**config.mk**
```make
export PLATFORM = sky130hd
export DESIGN_NAME = scrseq_regs
export DESIGN_NICKNAME = d
export VERILOG_FILES = /design/src/rtl/scrseq_pkg.sv /design/src/rtl/scrseq_delay_timer.sv /design/src/rtl/scrseq_regs.sv
export VERILOG_INCLUDE_DIRS = /design/src /design/src/rtl
export SDC_FILE = /design/constraint.sdc
export NUM_CORES = 1
export LEC_CHECK = 0
export BUFFER_PORTS_ARGS = -buffer_cell sky130_fd_sc_hd__buf_2
export CORE_UTILIZATION = 37
export CTS_BUF_LIST = sky130_fd_sc_hd__clkbuf_16
export DETAILED_ROUTE_END_ITERATION = 12
export PLACE_DENSITY = 0.61
export SYNTH_ARGS = -nofsm -noshare
export SYNTH_HDL_FRONTEND = slang
export SYNTH_SLANG_ARGS = --single-unit
```
**constraint.sdc**
```tcl
create_clock -name REF_CLK_IN -period 9.4 [get_ports REF_CLK_IN]
set_input_delay 1.88 -clock REF_CLK_IN [delete_from_list [all_inputs] [get_ports REF_CLK_IN]]
set_output_delay 1.88 -clock REF_CLK_IN [all_outputs]
set_load 0.05 [all_outputs]
```
**src/rtl/scrseq_defs.svh**
```systemverilog
// Register offsets, reset values and timing counts of the scratch and delay bank
`ifndef SCRSEQ_DEFS_SVH
`define SCRSEQ_DEFS_SVH

// ----------------------------------------
// Register offsets
// ----------------------------------------
`define SCRSEQ_OFS_SCRATCH_THREE 8'hCB
`define SCRSEQ_OFS_SCRATCH_FOUR  8'hCC
`define SCRSEQ_OFS_DELAY_ONE     8'hCD
`define SCRSEQ_OFS_DELAY_TWO     8'hCE
`define SCRSEQ_OFS_DELAY_THREE   8'hCF
`define SCRSEQ_OFS_DELAY_FOUR    8'hD0
`define SCRSEQ_OFS_DELAY_UNIT    8'hD1
`define SCRSEQ_OFS_SEQ_STATUS    8'hD2

// ----------------------------------------
// Reset values and fields
// ----------------------------------------
`define SCRSEQ_RST_BYTE          8'h00
`define SCRSEQ_RST_UNIT          2'h0
`define SCRSEQ_UNIT_MSB          1
`define SCRSEQ_STAT_BUSY_BIT     0

// ----------------------------------------
// Delay step sizes in microseconds and clock rate in MHz
// ----------------------------------------
`define SCRSEQ_STEP0_US          1
`define SCRSEQ_STEP1_US          10
`define SCRSEQ_STEP2_US          100
`define SCRSEQ_STEP3_US          1000
`define SCRSEQ_CLK_MHZ           100

`endif

```
**src/rtl/scrseq_pkg.sv**
```systemverilog
// Types of the scratch and delay bank
package scrseq_pkg;

  // ----------------------------------------
  // Delay timer states
  // ----------------------------------------
  typedef enum logic [1:0] {
    SCRSEQ_IDLE = 2'h0,
    SCRSEQ_RUN  = 2'h1,
    SCRSEQ_DONE = 2'h3
  } scrseq_state_e;

endpackage : scrseq_pkg

```
**src/rtl/scrseq_delay_timer.sv**
```systemverilog
// Timer that waits a delay count times a step length
`timescale 1ns/10ps
`include "scrseq_defs.svh"

module scrseq_delay_timer #(
  parameter int STEP_W = 24
) (
  // Clock and reset
  input  wire logic              clk_in,
  input  wire logic              rst_in,
  // Request
  input  wire logic              start_in,
  input  wire logic [7:0]        count_in,
  input  wire logic [STEP_W-1:0] step_cycles_in,
  // Status
  output logic                   busy_out,
  output logic                   done_out
);

  scrseq_pkg::scrseq_state_e state;
  logic [7:0]                steps_left;
  logic [STEP_W-1:0]         cyc_left;

  if (STEP_W < 2) begin : g_step_w_check
    $error("STEP_W too small");
  end

  // ----------------------------------------
  // Count steps then cycles in each step
  // ----------------------------------------
  always_ff @(posedge clk_in or posedge rst_in) begin
    if (rst_in) begin
      state      <= scrseq_pkg::SCRSEQ_IDLE;
      steps_left <= 8'h00;
      cyc_left   <= '0;
    end else begin
      case (state)
        scrseq_pkg::SCRSEQ_IDLE: begin
          if (start_in) begin
            steps_left <= count_in;
            cyc_left   <= step_cycles_in;
            state      <= (count_in == 8'h00) ? scrseq_pkg::SCRSEQ_DONE
                                              : scrseq_pkg::SCRSEQ_RUN;
          end
        end
        scrseq_pkg::SCRSEQ_RUN: begin
          if (cyc_left > STEP_W'(1)) begin
            cyc_left <= cyc_left - STEP_W'(1);
          end else if (steps_left > 8'h01) begin
            steps_left <= steps_left - 8'h01;
            cyc_left   <= step_cycles_in;
          end else begin
            state <= scrseq_pkg::SCRSEQ_DONE;
          end
        end
        scrseq_pkg::SCRSEQ_DONE: begin
          state <= scrseq_pkg::SCRSEQ_IDLE;
        end
        default: begin
          state <= scrseq_pkg::SCRSEQ_IDLE;
        end
      endcase
    end
  end

  assign busy_out = (state == scrseq_pkg::SCRSEQ_RUN);
  assign done_out = (state == scrseq_pkg::SCRSEQ_DONE);

endmodule : scrseq_delay_timer

```
**src/rtl/scrseq_regs.sv**
```systemverilog
// Scratchpad and sequencer delay register bank
`timescale 1ns/10ps
`include "scrseq_defs.svh"

// What this block does
// Scratch bytes are plain read/write storage, read back as written.
// Scratch bytes clear to zero when the internal regulator turns off.
// Scratch bytes hold while regulator on, lost in low-power standby.
// Four read/write delay bytes at consecutive addresses for the sequencer.
// Delay unit comes from the separate step-size setting.
// Delay bytes load defaults from nonvolatile config memory at init.
// Sequencer delay waits value times step size before next step.
module scrseq_regs #(
  parameter int STEP_W = 24
) (
  // Clock and reset
  input  wire logic        REF_CLK_IN,
  input  wire logic        SYS_RST_IN,
  // Register port
  input  wire logic [7:0]  ADDR_IN,
  input  wire logic [7:0]  WDATA_IN,
  input  wire logic        WR_IN,
  input  wire logic        RD_IN,
  output logic      [7:0]  RDATA_OUT,
  // Power state
  input  wire logic        INTERNAL_REGULATOR_ON_IN,
  // Nonvolatile defaults
  input  wire logic        NVM_LOAD_IN,
  input  wire logic [31:0] NVM_DELAYS_IN,
  // Sequencer delay request
  input  wire logic        SEQ_DELAY_START_IN,
  input  wire logic [1:0]  SEQ_DELAY_SEL_IN,
  output logic             SEQ_DELAY_BUSY_OUT,
  output logic             SEQ_DELAY_DONE_OUT,
  // Delay values to the sequencer
  output logic      [31:0] SEQ_DELAYS_OUT
);

  localparam int STEP3_CYC = `SCRSEQ_STEP3_US * `SCRSEQ_CLK_MHZ;

  logic [7:0]        scratch_byte_three_field;
  logic [7:0]        scratch_byte_four_field;
  logic [7:0]        seq_delay [4];
  logic [1:0]        seq_delay_unit;
  logic [STEP_W-1:0] step_cycles;
  logic              busy;

  if (STEP_W < $clog2(STEP3_CYC + 1)) begin : g_step_w_check
    $error("STEP_W cannot hold longest step");
  end

  // ----------------------------------------
  // Scratch bytes
  // ----------------------------------------
  always_ff @(posedge REF_CLK_IN or posedge SYS_RST_IN) begin
    if (SYS_RST_IN) begin
      scratch_byte_three_field <= `SCRSEQ_RST_BYTE;
      scratch_byte_four_field  <= `SCRSEQ_RST_BYTE;
    end else if (!INTERNAL_REGULATOR_ON_IN) begin // see R2
      scratch_byte_three_field <= `SCRSEQ_RST_BYTE;
      scratch_byte_four_field  <= `SCRSEQ_RST_BYTE;
    end else if (WR_IN) begin
      if (ADDR_IN == `SCRSEQ_OFS_SCRATCH_THREE) begin
        scratch_byte_three_field <= WDATA_IN;
      end
      if (ADDR_IN == `SCRSEQ_OFS_SCRATCH_FOUR) begin
        scratch_byte_four_field <= WDATA_IN;
      end
    end
  end

  // ----------------------------------------
  // Delay bytes
  // ----------------------------------------
  always_ff @(posedge REF_CLK_IN or posedge SYS_RST_IN) begin
    if (SYS_RST_IN) begin
      for (int i = 0; i < 4; i++) begin
        seq_delay[i] <= `SCRSEQ_RST_BYTE;
      end
    end else if (NVM_LOAD_IN) begin
      for (int i = 0; i < 4; i++) begin
        seq_delay[i] <= NVM_DELAYS_IN[8*i +: 8];
      end
    end else if (WR_IN) begin
      for (int i = 0; i < 4; i++) begin
        if (ADDR_IN == `SCRSEQ_OFS_DELAY_ONE + 8'(i)) begin
          seq_delay[i] <= WDATA_IN;
        end
      end
    end
  end

  // ----------------------------------------
  // Delay step size
  // ----------------------------------------
  always_ff @(posedge REF_CLK_IN or posedge SYS_RST_IN) begin
    if (SYS_RST_IN) begin
      seq_delay_unit <= `SCRSEQ_RST_UNIT;
    end else if (WR_IN && ADDR_IN == `SCRSEQ_OFS_DELAY_UNIT) begin
      seq_delay_unit <= WDATA_IN[`SCRSEQ_UNIT_MSB:0];
    end
  end

  always_comb begin
    case (seq_delay_unit)
      2'h0:    step_cycles = STEP_W'(`SCRSEQ_STEP0_US * `SCRSEQ_CLK_MHZ);
      2'h1:    step_cycles = STEP_W'(`SCRSEQ_STEP1_US * `SCRSEQ_CLK_MHZ);
      2'h2:    step_cycles = STEP_W'(`SCRSEQ_STEP2_US * `SCRSEQ_CLK_MHZ);
      default: step_cycles = STEP_W'(STEP3_CYC);
    endcase
  end

  // ----------------------------------------
  // Delay timer
  // ----------------------------------------
  scrseq_delay_timer #(
    .STEP_W (STEP_W)
  ) u_timer (
    .clk_in         (REF_CLK_IN),
    .rst_in         (SYS_RST_IN),
    .start_in       (SEQ_DELAY_START_IN),
    .count_in       (seq_delay[SEQ_DELAY_SEL_IN]),
    .step_cycles_in (step_cycles),
    .busy_out       (busy),
    .done_out       (SEQ_DELAY_DONE_OUT)
  );

  assign SEQ_DELAY_BUSY_OUT = busy;
  assign SEQ_DELAYS_OUT = {seq_delay[3], seq_delay[2], seq_delay[1], seq_delay[0]};

  // ----------------------------------------
  // Read data
  // ----------------------------------------
  always_ff @(posedge REF_CLK_IN or posedge SYS_RST_IN) begin
    if (SYS_RST_IN) begin
      RDATA_OUT <= 8'h00;
    end else if (RD_IN) begin
      case (ADDR_IN)
        `SCRSEQ_OFS_SCRATCH_THREE: RDATA_OUT <= scratch_byte_three_field;
        `SCRSEQ_OFS_SCRATCH_FOUR:  RDATA_OUT <= scratch_byte_four_field;
        `SCRSEQ_OFS_DELAY_ONE:     RDATA_OUT <= seq_delay[0];
        `SCRSEQ_OFS_DELAY_TWO:     RDATA_OUT <= seq_delay[1];
        `SCRSEQ_OFS_DELAY_THREE:   RDATA_OUT <= seq_delay[2];
        `SCRSEQ_OFS_DELAY_FOUR:    RDATA_OUT <= seq_delay[3];
        `SCRSEQ_OFS_DELAY_UNIT:    RDATA_OUT <= {6'h00, seq_delay_unit};
        `SCRSEQ_OFS_SEQ_STATUS:    RDATA_OUT <= {7'h00, busy};
        default:                   RDATA_OUT <= 8'h00;
      endcase
    end else begin
      RDATA_OUT <= 8'h00;
    end
  end

endmodule : scrseq_regs

```
==> impl.org <==
** Status
- Status :: finished clean

** Setup path
- CP Data Arrival Time :: 4300 ps
- For the worst setup path, the data required time is 9590 ps.
- Launch point of the worst path :: ADDR_IN[2]
- Beginning of the worst register-to-register path :: u_timer.cyc_left[14]
- STA classifies the critical path endpoint as a flop.
- Sort of element at the start of the critical path :: primary input
- The setup path with the least slack is of type primary input to flop.
- In this run the worst path has a maximum fanout of 8.

** Finish
- 0 antenna diodes ended up in the layout.
- The library cell used most frequently in the layout, excluding fill and tap cells, is sky130_fd_sc_hd__buf_2.
- The library cells used most frequently in the layout, excluding fill and tap cells, are sky130_fd_sc_hd__buf_2, sky130_fd_sc_hd__dfrtp_1, sky130_fd_sc_hd__nand2_1.
- Fraction of final layout cells sized beyond drive strength 1 :: 23.5%
- Non-filler cells, final :: 818
- Synthesis-to-layout area growth :: 17.2%
- Fill cell instance count of the final layout :: 1,371
- For this run, the post-layout net count is 700.
- After routing the design area is 0.00629 mm2.

** Route
- Number of search-and-repair iterations in the first detailed-routing pass :: 5
- Via total after detailed routing :: 4,876
- The final layout contains routed wiring with a total length of 16.5 mm.
- Once detail routing completed, the nets flagged for antenna violations numbered 0.
- In the routed design, unresolved DRC markers number 0.
- DR iter-0 viols :: 523
- Average detailed-routed wire length per instance :: 20.1 um
- Post-detailed-route via-to-cell ratio :: 5.96

** Clock tree
- CTS hold repair buffers :: 0
- After clock tree synthesis, the repair step resized 0 gates.
- TritonCTS clock tree :: yes
- After clock tree synthesis, the setup repair step added 0 buffers.
- Clock-pin slew on the worst setup and hold paths :: 70 ps
- CTS saw 92 sinks.
- Number of buffers created by CTS :: 9
- The cell sitting at the root of the clock tree is a sky130_fd_sc_hd__clkbuf_16.
- No sink is reached through more buffers than the 2 on the longest clock path.
- Clock latency of the later-clocked register in the worst-skew pair :: 360 ps
- The clock tree synthesis step divided the H-tree into 3 levels.

** Synth
- Gate count after technology mapping :: 552
- Fraction of the yosys area taken by sequential cells :: 42.9%
- The number of nets handed over by synthesis was 619.
- Average instance area after synthesis :: 9.71 um2
- After synthesis the cells add up to 0.00536 mm2.
- The Yosys step of the flow raised 0 warnings.
- Async SR Flop Fraction :: 100%
- Post-synthesis register bit count :: 92
- Among all flip-flop cells after synthesis, the most frequent one is sky130_fd_sc_hd__dfrtp_1.
- Post-synth EDFFs :: 0
- Distinct cells, synth :: 69

** Run
- Max-cap violations in this run came to 0.

** Timing
- Achievable clock frequency :: 244 MHz
- Setup violations remaining at the end of the flow were counted as 0.
- Worst Tran Pin Value :: 1100 ps
- For the final routed database, the setup TNS stands at 0 ps.
- The tightest hold path in the finished design has a slack of 546 ps.
- Total count of hold-check failures in the final report :: 0
- For the final database, setup skew stands at 11.4 ps.
- Final worst path period need :: 4100 ps
- Max_slew headroom :: 25.9%
- Post-route clock period utilization :: 43.7%
- Unrepaired setup endpoints after global routing :: false
- Final slew viol count :: 0

** Placement
- Number of port buffers :: 98
- Gpl congestion :: 0.902
- After detailed placement, the design holds a cell count of 802.
- Area of placed instances :: 0.00598 mm2
- Detailed placer's ending HPWL :: 11.8 mm

** Floorplanning
- The region available for standard cell placement spans 0.0140 mm2.
- For this configuration, the core starts out at a cell density of 38.3%.
- Count of pins on the block boundary :: 99
- The die covers 0.0150 mm2.
- Standard-cell row count :: 43
- Width of the die :: 122 um
- Measured along the y axis, the die boundary spans 122 um.

** Global route
- The first global-routing pass estimated 26.1 mm of wire.
- Global routing used 23.2% of the available tracks across all layers.
- Number of antenna violations at the first check in global routing :: 0
- For this run the aggregate overflow at the end of global routing stands at 0.
- Entering global routing, the biggest net connects 71 pins.
- Number of global-route vias before repair :: 4,619

** Power and ir drop
- The design draws 0.00113 W.
- Leakage Power :: 3.03 nW
- Worst IR drop on VDD :: 0.000108 V
- Power Dens Cells :: 180 mW/mm2

** Worst hold path
- Hold path start :: u_timer.cyc_left[11]
- The worst hold path belongs to the class flop to flop.
Yosys cell counts, types with 7 or more instances:
| master | number | share of area, % |
|---|---|---|
| sky130_fd_sc_hd__a21boi_0 | 8 | 1.1 |
| sky130_fd_sc_hd__a21oi_1 | 17 | 1.6 |
| sky130_fd_sc_hd__a31oi_1 | 7 | 0.82 |
| sky130_fd_sc_hd__clkbuf_1 | 21 | 1.5 |
| sky130_fd_sc_hd__dfrtp_1 | 92 | 43 |
| sky130_fd_sc_hd__ha_1 | 10 | 2.3 |
| sky130_fd_sc_hd__inv_1 | 17 | 1.2 |
| sky130_fd_sc_hd__mux2i_1 | 43 | 8.0 |
| sky130_fd_sc_hd__mux4_2 | 10 | 4.2 |
| sky130_fd_sc_hd__nand2_1 | 66 | 4.6 |
| sky130_fd_sc_hd__nand3_1 | 15 | 1.4 |
| sky130_fd_sc_hd__nor2_1 | 22 | 1.5 |
| sky130_fd_sc_hd__nor2b_1 | 10 | 1.2 |
| sky130_fd_sc_hd__nor3_1 | 17 | 1.6 |
| sky130_fd_sc_hd__nor4_1 | 17 | 2.0 |
| sky130_fd_sc_hd__o21ai_0 | 50 | 4.7 |
metrics by stage:
step                util, %  setup slack (ps)
detailed placement     42.7              5000
global placement       42.7              5110
floorplan                 -              5130
global route           44.9              5100
finish                 44.9              5300
CTS                    44.9              5340
area by class of cell:
| type | instances | area, um2 | area share [%] |
|---|---|---|---|
| Sequential cell | 92 | 2300 | 36.6 |
| Tap cell | 180 | 225 | 3.58 |
| Clock inverter | 7 | 83.8 | 1.33 |
| Clock buffer | 9 | 225 | 3.58 |
| Multi-Input combinational cell | 411 | 2870 | 45.7 |
| Inverter | 19 | 72.6 | 1.15 |
| Timing Repair Buffer | 100 | 505 | 8.04 |
registers in the layout (all words and copies together), names as in the netlist:
register                  cells
SEQ_DELAYS_OUT               32
u_timer.cyc_left             24
RDATA_OUT                     8
scratch_byte_four_field       8
scratch_byte_three_field      8
u_timer.steps_left            8
seq_delay_unit                2
u_timer.state                 2
report_power, final:
part	total (W)	switching, W	leakage (nW)	internal, W
Combinational	0.000249	0.000159	1.71	0.0000907
Sequential	0.000502	0.0000606	1.17	0.000442
Clock	0.000381	0.000171	0.148	0.000210
logic make-up after synthesis:
group | synth area share [%]
xor gates and xnor gates | 0.327
muxes | 13.1
AOI/OAI and AO/OA | 19.5
adders and majority gates | 2.33
buffers and inverters | 3.73
DFF | 42.9
and+or+nand+nor | 18.1
critical path, stage by stage:
cell,delay [ps]
sky130_fd_sc_hd__buf_2,130
sky130_fd_sc_hd__or3b_2,470
sky130_fd_sc_hd__nor4_1,850
sky130_fd_sc_hd__nand2_1,590
sky130_fd_sc_hd__mux2i_1,270
sky130_fd_sc_hd__o21ai_0,100
per-layer routing:
metal / GRT usage [%] / wire length [um] / vias to the layer above
met2: 35.8 / 7780 / 220
met3: 3.58 / 1050 / 31
met1: 31.8 / 7160 / 2388
li1: - / - / 2237
met5: 0 / 0 / -
met4: 10.8 / 462 / 0
final timing paths:
kind,to,slack (ps),cells after the start
setup / recovery,SEQ_DELAYS_OUT[30],5300,6
hold / removal,u_timer.cyc_left[11],550,1
setup reg to reg,u_timer.cyc_left[15],6400,5
hold reg to reg,u_timer.cyc_left[11],550,1
max in group asynchronous,u_timer.steps_left[4],6680,3
min in group asynchronous,u_timer.steps_left[3],1500,2
No activity file was read; power rests on OpenSTA's default activity.
